==> src/wio_gen_consts.svh <==
// constants of the waveform io generator
// Functional notes
// - eight output lines exist and each one is controlled on its own.
// - the waveform generator advances only while its gateable clock enable is high, to save power when unused.
// - a line can toggle every master clock cycle, i.e. at half the master clock rate.
// - a set or clear write changes the line level in the cycle right after the write.
// - per-line waveform descriptions are written first and a separate start command runs them.
// - after start the waveforms run on their own, timed only by the clock.
// - when enabled, the end of a line's waveform raises an event to both the mcu and the host.
// - each line can be turned into a high-impedance input with its driver off.
// - the pad level of each line is mirrored continuously in its own status bit.
// - both the host and the mcu can set and clear line levels and program waveforms.
// - all eight lines stay usable for other purposes when actuator control goes elsewhere.
// - input sampling per line is enabled by configuration and the sampled state is readable.
`ifndef WIO_GEN_CONSTS_SVH
`define WIO_GEN_CONSTS_SVH
`define WIO_LINES   8
`define WIO_LINE_W  3
`define WIO_CNT_W   16
`define WIO_REP_W   8
`define WIO_CNT_ONE 16'h0001
`define WIO_REP_ONE 8'h01
`define WIO_REP_INF 8'h00
`define WIO_LINE_RST 8'h00
`define WIO_ALL_IN  8'hff
`endif

==> src/wio_gen_pkg.sv <==
// types of the waveform io generator
`include "wio_gen_consts.svh"
package wio_gen_pkg;
  typedef enum logic [0:0] {WIO_IDLE = 1'h0, WIO_RUN = 1'h1} wio_gen_t;
  typedef struct packed {
    wio_gen_t                                  gen;
    logic [`WIO_LINES-1:0]                     level;
    logic [`WIO_LINES-1:0]                     armed;
    logic [`WIO_LINES-1:0]                     phase;
    logic [`WIO_LINES-1:0]                     done;
    logic [`WIO_LINES-1:0]                     syncA;
    logic [`WIO_LINES-1:0]                     syncB;
    logic [`WIO_LINES-1:0]                     sampled;
    logic [`WIO_LINES-1:0]                     enN;
    logic [`WIO_LINES-1:0]                     out;
    logic                                      evtMcu;
    logic                                      evtHost;
    logic [`WIO_LINES-1:0][`WIO_CNT_W-1:0]     hiLen;
    logic [`WIO_LINES-1:0][`WIO_CNT_W-1:0]     loLen;
    logic [`WIO_LINES-1:0][`WIO_CNT_W-1:0]     cnt;
    logic [`WIO_LINES-1:0][`WIO_REP_W-1:0]     reps;
    logic [`WIO_LINES-1:0][`WIO_REP_W-1:0]     left;
  } wio_state_t;
endpackage

==> src/wio_gen.sv <==
// waveform io unit: direct line control, waveform generation and pad sampling
`timescale 1ns/1ps
`include "wio_gen_consts.svh"
module wio_gen (
  input  wire logic                   sys_clk,
  input  wire logic                   reset,
  input  wire logic                   unitEnable,
  input  wire logic                   hostWr,
  input  wire logic [`WIO_LINES-1:0]  hostSet,
  input  wire logic [`WIO_LINES-1:0]  hostClr,
  input  wire logic                   mcuWr,
  input  wire logic [`WIO_LINES-1:0]  mcuSet,
  input  wire logic [`WIO_LINES-1:0]  mcuClr,
  input  wire logic [`WIO_LINES-1:0]  inputMode,
  input  wire logic [`WIO_LINES-1:0]  sampleEnable,
  input  wire logic                   wfWrite,
  input  wire logic [`WIO_LINE_W-1:0] wfLine,
  input  wire logic                   wfArm,
  input  wire logic [`WIO_CNT_W-1:0]  wfHighLen,
  input  wire logic [`WIO_CNT_W-1:0]  wfLowLen,
  input  wire logic [`WIO_REP_W-1:0]  wfRepeats,
  input  wire logic                   startCmd,
  input  wire logic                   stopCmd,
  input  wire logic [`WIO_LINES-1:0]  notifyEnable,
  input  wire logic [`WIO_LINES-1:0]  padIn,
  output logic      [`WIO_LINES-1:0]  lineOut,
  output logic      [`WIO_LINES-1:0]  lineOutEnN,
  output logic      [`WIO_LINES-1:0]  inputState,
  output logic      [`WIO_LINES-1:0]  sampledState,
  output logic      [`WIO_LINES-1:0]  doneFlags,
  output logic                        genBusy,
  output logic                        eventMcu,
  output logic                        eventHost
);

  wio_gen_pkg::wio_state_t s_reg;
  wio_gen_pkg::wio_state_t s_next;

  // a zero length would never elapse; it is taken as one cycle, the fastest toggle
  // one-cycle minimum half
  function automatic logic [`WIO_CNT_W-1:0] minLen(input logic [`WIO_CNT_W-1:0] len);
    minLen = (len == '0) ? `WIO_CNT_ONE : len;
  endfunction

  ////////////////////////////////////////////////////////////////////////////
  // next state

  always_comb begin
    logic [`WIO_LINES-1:0] setBits;
    logic [`WIO_LINES-1:0] clrBits;
    logic [`WIO_LINES-1:0] newDone;
    setBits = '0;
    clrBits = '0;
    newDone = '0;
    s_next = s_reg;

    s_next.syncA = padIn;
    s_next.syncB = s_reg.syncA;

    for (int i = 0; i < `WIO_LINES; i++) begin
      if (sampleEnable[i]) begin
        s_next.sampled[i] = s_reg.syncB[i];
      end
    end

    s_next.enN = inputMode;

    if (hostWr) begin
      setBits = setBits | hostSet;
      clrBits = clrBits | hostClr;
    end
    if (mcuWr) begin
      setBits = setBits | mcuSet;
      clrBits = clrBits | mcuClr;
    end
    s_next.level = (s_reg.level & ~clrBits) | setBits;

    if (wfWrite) begin
      s_next.hiLen[wfLine] = minLen(wfHighLen);
      s_next.loLen[wfLine] = minLen(wfLowLen);
      s_next.reps[wfLine]  = wfRepeats;
      s_next.armed[wfLine] = wfArm;
    end

    if (s_reg.gen == wio_gen_pkg::WIO_RUN && unitEnable) begin
      for (int i = 0; i < `WIO_LINES; i++) begin
        if (s_reg.armed[i] && !s_reg.done[i]) begin
          if (s_reg.cnt[i] > `WIO_CNT_ONE) begin
            s_next.cnt[i] = s_reg.cnt[i] - `WIO_CNT_ONE;
          end else if (s_reg.phase[i]) begin
            s_next.phase[i] = 1'h0;
            s_next.cnt[i]   = s_reg.loLen[i];
          end else if (s_reg.left[i] == `WIO_REP_ONE) begin
            s_next.done[i] = 1'h1;
            newDone[i]     = 1'h1;
          end else begin
            // zero repeats means run until stopped
            if (s_reg.left[i] != `WIO_REP_INF) begin
              s_next.left[i] = s_reg.left[i] - `WIO_REP_ONE;
            end
            s_next.phase[i] = 1'h1;
            s_next.cnt[i]   = s_reg.hiLen[i];
          end
        end
      end
      if ((s_next.done & s_reg.armed) == s_reg.armed) begin
        s_next.gen = wio_gen_pkg::WIO_IDLE;
      end
    end

    if (startCmd && s_reg.gen == wio_gen_pkg::WIO_IDLE && s_reg.armed != '0) begin
      s_next.gen = wio_gen_pkg::WIO_RUN;
      for (int i = 0; i < `WIO_LINES; i++) begin
        s_next.phase[i] = 1'h1;
        s_next.cnt[i]   = s_reg.hiLen[i];
        s_next.left[i]  = s_reg.reps[i];
        s_next.done[i]  = 1'h0;
      end
    end
    if (stopCmd) begin
      s_next.gen = wio_gen_pkg::WIO_IDLE;
    end

    // end of waveform notifies both masters
    s_next.evtMcu  = |(newDone & notifyEnable);
    s_next.evtHost = |(newDone & notifyEnable);

    for (int i = 0; i < `WIO_LINES; i++) begin
      if (s_next.enN[i]) begin
        s_next.out[i] = 1'h0;
      end else if (s_next.gen == wio_gen_pkg::WIO_RUN && s_next.armed[i]
                   && !s_next.done[i]) begin
        s_next.out[i] = s_next.phase[i];
      end else begin
        s_next.out[i] = s_next.level[i];
      end
    end
  end

  ////////////////////////////////////////////////////////////////////////////
  // state register

  always_ff @(posedge sys_clk) begin
    if (reset) begin
      s_reg       <= '0;
      s_reg.enN   <= `WIO_ALL_IN;
      s_reg.level <= `WIO_LINE_RST;
    end else begin
      s_reg <= s_next;
    end
  end

  assign lineOut      = s_reg.out;
  assign lineOutEnN   = s_reg.enN;
  assign inputState   = s_reg.syncB;
  assign sampledState = s_reg.sampled;
  assign doneFlags    = s_reg.done;
  assign genBusy      = s_reg.gen;
  assign eventMcu     = s_reg.evtMcu;
  assign eventHost    = s_reg.evtHost;
endmodule

==> config.mk <==
export PLATFORM = sky130hd
export DESIGN_NAME = wio_gen
export DESIGN_NICKNAME = d
export VERILOG_FILES = /design/src/wio_gen_pkg.sv /design/src/wio_gen.sv
export VERILOG_INCLUDE_DIRS = /design/src
export SDC_FILE = /design/constraint.sdc
export NUM_CORES = 2
export LEC_CHECK = 0
export CAP_MARGIN = 10
export CORE_UTILIZATION = 55
export CTS_BUF_LIST = sky130_fd_sc_hd__clkbuf_16
export DETAILED_ROUTE_END_ITERATION = 7
export DONT_BUFFER_PORTS = 1
export PLACE_DENSITY = 0.68
export SETUP_SLACK_MARGIN = 0.02
export SYNTH_ARGS = -nofsm -noshare
export SYNTH_HDL_FRONTEND = slang
export SYNTH_SLANG_ARGS = --single-unit
export TNS_END_PERCENT = 10
==> constraint.sdc <==
create_clock -name sys_clk -period 6.9 [get_ports sys_clk]
set_input_delay 1.38 -clock sys_clk [delete_from_list [all_inputs] [get_ports sys_clk]]
set_output_delay 1.38 -clock sys_clk [all_outputs]
set_load 0.005 [all_outputs]
=== After elaboration in Yosys (flattened, before gate mapping) ===
Index checks and enable logic that the tools add are counted.

* Add/sub/neg operators: 16
* Magnitude comparators: 10
* Equality and inequality tests: 41
* Mux-type cells: 212
* Bitwise gates (word level): 8
* Reductions and logical operators: 97

{| class="wikitable"
|+ Operators with widths
! operator !! number
|-
| $mux W16 || 37
|-
| $mux W8 || 47
|-
| $bwmux W128 || 2
|-
| $mux W128 || 2
|-
| $gt A16 B1 Y1 const B || 8
|-
| $mux W64 || 2
|-
| $sub A16 B1 Y16 const B || 8
|-
| $mux W1 || 117
|-
| $reduce_bool A8 Y1 || 9
|-
| $bwmux W64 || 1
|-
| $eq A8 B1 Y1 const B || 8
|-
| $sub A8 B1 Y8 const B || 8
|-
| $demux W16 S3 || 1
|-
| $ne A2 B1 Y1 const B || 24
|-
| $reduce_and A6 Y1 || 8
|-
| $reduce_bool A2 Y1 || 17
|-
| $logic_not A16 Y1 || 2
|-
| $ne A4 B3 Y1 const B || 8
|-
| $logic_and A1 B1 Y1 || 28
|-
| $and A8 B8 Y8 || 3
|-
| $demux W8 S3 || 1
|-
| $or A8 B8 Y8 || 3
|-
| $reduce_and A3 Y1 || 8
|-
| $logic_not A1 Y1 || 16
|-
| 9 further kinds || 16
|}

* Bits in registers: 586
* Logic and storage cells: 449

=== Logic depth before layout (Yosys ltp) ===
* Depth in word-level cells: 15
* Gate-level depth with buffers: 11

=== Worst setup path after synthesis ===
OpenSTA, ideal clock, no wires.

* Path type: input-to-reg
* From: in unitEnable
* To: reg s_reg[45] (netlist bit)
* Data arrival time: 3.142 ns
* Setup slack: 3.673 ns
* Cell stages on the path: 7
* Path through: nand2_1 or2_0 nor4_1 nand4_1 or2_2 xor2_1 a211oi_1

* Cells in the longest elaborated chain, start to end: 3

{| class="wikitable"
|+ Ends and longest elaborated chain
! what !! line !! RTL
|-
| start: declaration || wio_gen.sv:7 || <nowiki>input wire logic unitEnable,</nowiki>
|-
| $logic_and A1 B1 Y1 || wio_gen.sv:85 || <nowiki>if (s_reg.gen == wio_gen_pkg::WIO_RUN && unitEnable) begin</nowiki>
|-
| $reduce_bool A2 Y1 (no source line) || - ||
|-
| $reduce_and A6 Y1 (no source line) || - ||
|-
| end signal: assignment || wio_gen.sv:149 || <nowiki>s_reg <= s_next;</nowiki>
|-
| end: declaration || wio_gen.sv:36 || <nowiki>wio_gen_pkg::wio_state_t s_reg;</nowiki>
|}

Every way passes these cells.
A chain may end at the register's enable or synchronous reset.

=== Worst setup path after layout ===
* From: reg s_reg[136] (netlist bit)
* To: reg s_reg[139] (netlist bit)

* Cells in the longest elaborated chain, start to end: 5
* Elaborated cells on any way between the ends: 8
* Classes of those cells: 1 x add/sub; 1 x order compare; 1 x eq/ne; 4 x mux; 1 x reduce/logical

{| class="wikitable"
|+ Ends and longest elaborated chain
! what !! line !! RTL
|-
| $sub A16 B1 Y16 (no source line) / $gt A16 B1 Y1 (equally long branches) || - ||
|-
| $mux W16 || wio_gen.sv:88 || <nowiki>if (s_reg.cnt[i] > `WIO_CNT_ONE) begin</nowiki>
|-
| $mux W16 || wio_gen.sv:87 || <nowiki>if (s_reg.armed[i] && !s_reg.done[i]) begin</nowiki>
|-
| $mux W128 || wio_gen.sv:85 ||
|-
| $mux W128 || wio_gen.sv:111 || <nowiki>if (startCmd && s_reg.gen == wio_gen_pkg::WIO_IDLE && s_reg.armed != '0) begin</nowiki>
|}

Parallel ways exist; a longest one is shown, timed or not. The select of a mux whose other input is x is not followed.

==> results.cfg <==
[finish]
final_core_utilization_pct = 59.32
layout-drive-gt1-share_pct = 5.246
area_growth_syn_to_layout_pct = 6.721
multi_input_comb_area_sq_um = 14640
regArea_sq_um = 11730
largest_reg_flops = 536
nFillCells = 4697
post-route-cell-area_sq_um = 29700
nets = 3507

[clocking]
hold_buffers = 0
post-cts-setup-buffers = 0
clock_path_buffers = 3
cts_resized = 0
cts_tree = yes
clock_tree.htree_level_count = 2
cts.clk_slew.worst_paths_ps = 60
cts.sink_count = 586
clkLatencyLatePin_ps = 640
cts-root-buf = clkbuf_16
cts-buffers-inserted = 61

[grt]
antenna_found_initial = 2
first_global_vias = 23340
globalRouteOverflowTotal = 0
global_route.usage.total_pct = 35.44
grt-busiest-layer = met2
grt_pass1_wl_microns = 139600
groute.layer.met2.usage_pct = 54.11
grt.met1_usage_pct = 48.11
grt_max_degree = 572
groute.layer.met3.usage_pct = 8.028

[synth]
ys_ff_latch = 586
synth_edf_count = 0
synthArstFlopShare_pct = 0
netlist_instances = 3583
synth.cell_area_sq_um = 27830
netlist-cell-type-count = 81
yosys_most_used_dff = dfxtp_1
synth_area_per_cell_sq_um = 7.767
ys.warnings.count = 0
mappedNetlistNets = 3731
seq_area_frac_synth_pct = 42.15

[sta]
timing.max_slew.rel_slack_pct = -73.79
post-route-period-util_pct = 58.01
grt_setup_unrepaired = false
report.final.setup_viol = 0
final-max-slew-violation-count = 394
clock.fmax_mhz = 249.8
hold_viol_final = 0
fin_crit_ps = 4002
clock_skew_ps = 23.07
timing.final.ws_setup_ps = 2898
fin_setup_tns_ps = 0
tightest_slew_ps = 2607

[flow_run]
drv.max_cap_violation_count = 0

[floorplanning]
core_area_sq_um = 50070
floorplan.die.height_microns = 226.9
num_io_pins = 159
core.rowCount = 82
starting_utilization_of_the_core_area_pct = 55.58
die_w_microns = 226.9
design.die.area_sq_um = 51500

[pwr]
clock_group_share_of_total_power_pct = 38.1
finalPower_mw = 9.014
comb_power_share_pct = 21.2
total_leakage_power_nw = 10.27
power.density_nw_per_um2 = 303.5
cellInternalPower_mw = 6.221
power.switching_fraction_pct = 30.98
total_switching_power_mw = 2.793
share_seq_of_total_power_pct = 40.7
max-vdd-ir-drop_mv = 0.2284

[worst_setup_path]
reg2reg_slack_ps = 2900
reg2regPathDepth = 7
cp_class = flip-flop to flip-flop
cp_cell_sequence = or4_1, or4_1, nor4_1, nand2b_1, and2_1, a221oi_1, nor3_1
critical_path.endpoint_type = flip-flop
worst_ep_arrival_time_ps = 4560
cpMostUsedCell = or4_1
start_kind = flip-flop
critPathSlowestCell = nor4_1
rr_endpoint = s_reg[139]
critical_path.max_fanout = 14
cp.required_ps = 7460
reg2reg_from = s_reg[136]
critical-path-max-stage-delay_ps = 1010

[min_path]
timing.hold.worst.class = flip-flop to flip-flop
endpoint_of_the_worst_hold_timing_path = inputState[4]
worstHoldPathCells = 1
hold_sp = s_next[542]

[routing]
wl_per_cell_microns = 22.85
drt_wl_total_microns = 93420
detail_route.first_pass.iterations = 6
drc = 0
route.antenna.remaining_nets = 0
vias_per_cell = 6.329
initialDrtViolationCount = 2862
vias = 25870

[placed_design]
detailed_place_hpwl_microns = 57190
detailed_place.area_sq_um = 27620
buffer_ports.inserted = 0
place_congestion = 0.9390
placement.setup.worst_slack_ps = 2878

[outcome]
run_status = finished with violations
failed_checks = slew limit
-- power groups by stage --
stage | registers (mW) | logic [mW] | clock network (mW)
3_3_place_gp | 3.73 | 1.83 | 0
2_1_floorplan | 3.67 | 1.54 | 0
4_1_cts | 3.66 | 1.87 | 3.47
6_report | 3.66 | 1.91 | 3.44
5_1_grt | 3.68 | 2.09 | 3.62
3_5_place_dp | 3.73 | 1.86 | 0
-- cells in the mapped netlist (8+ instances only) --
cell | n | area share [%]
clkbuf_1 | 252 | 3.4
o21bai_1 | 8 | 0.22
a222oi_1 | 8 | 0.29
a31oi_1 | 21 | 0.47
or3_1 | 12 | 0.27
nand2b_1 | 13 | 0.29
nand4_1 | 18 | 0.40
a211oi_1 | 112 | 3.0
ha_1 | 32 | 1.4
a2bb2oi_1 | 23 | 0.72
o221ai_1 | 56 | 1.8
dfxtp_1 | 586 | 42
a21oi_1 | 445 | 8.0
buf_4 | 41 | 1.1
and4_1 | 8 | 0.25
nor3b_1 | 10 | 0.27
nand3b_1 | 8 | 0.22
nor4_1 | 63 | 1.4
or2_2 | 23 | 0.52
and3_1 | 9 | 0.20
o211ai_1 | 17 | 0.46
nand2_1 | 808 | 11
and2_1 | 8 | 0.18
o31ai_1 | 8 | 0.22
xnor2_1 | 62 | 2.0
a22oi_1 | 21 | 0.57
nor3_1 | 75 | 1.3
o21ai_0 | 61 | 1.1
clkbuf_2 | 8 | 0.14
mux2_2 | 9 | 0.36
nand3_1 | 54 | 0.97
mux2i_1 | 52 | 1.9
xor2_1 | 52 | 1.6
nor2_1 | 306 | 4.1
a221oi_1 | 43 | 1.4
o21a_1 | 11 | 0.30
nor2b_1 | 38 | 0.85
or4_1 | 31 | 0.84
inv_1 | 44 | 0.59
a311oi_1 | 11 | 0.35
buf_1 | 13 | 0.18
-- layout by cell type (no fill, tap or decap), drive strengths merged, types with 62 or more instances in the layout --
cell | netlist | layout
a21oi | 445 | 445
dfxtp | 586 | 586
a211oi | 112 | 112
nor2 | 306 | 306
nor4 | 66 | 66
o21ai | 67 | 67
clkbuf | 260 | 63
nor3 | 76 | 76
xnor2 | 62 | 62
nand2 | 808 | 808
-- layout make-up --
type	instances	share of cell area (%)
Clock inverter	53	1.677
Antenna cell	4	0.03370
Tap cell	672	2.831
Sequential cell	586	39.50
Timing Repair Buffer	29	0.8089
Clock buffer	63	5.308
Inverter	44	0.5561
Multi-Input combinational cell	2637	49.29
-- worst max-delay path: cells and delay by family (launching register included) --
family	cells	cell delay, ps
and+or+nand+nor	6	3460
DFF	1	350
AOI/OAI and AO/OA	1	100
-- layer usage --
metal / vias up / share of wire, %
li1: 12110 / -
met1: 12420 / 42
met2: 1147 / 43
met3: 201 / 11
met4: 2 / 3.9
met5: - / 0.014
-- cells by family after synthesis --
kind of cell	share of synthesized area, %
AND/OR/NAND/NOR	24.02
AO/OA/AOI/OAI	20.96
flip-flops	42.15
buffers and inverters	5.476
XOR/XNOR	3.588
multiplexers	2.356
adder cells (fa/ha/maj)	1.439
-- per-stage QoR --
step	std cells	hold WS, ps
after floorplan	3583	413.8
after global placement	3967	416.0
after detailed placement	3968	428.4
after CTS	4084	443.3
after global routing	4084	460.8
final	4088	441.0
-- worst max-delay path by stage --
stage / to / slack, ps / from
floorplan: s_reg[45] / 3670 / unitEnable
global placement: lineOut[6] / 3020 / wfLine[0]
detailed placement: lineOut[6] / 2880 / wfLine[0]
CTS: s_reg[139] / 3000 / s_reg[136]
global route: s_reg[133] / 2740 / s_reg[136]
finish: s_reg[139] / 2900 / s_reg[136]
Note: power is estimated with default switching activity, not from simulation.
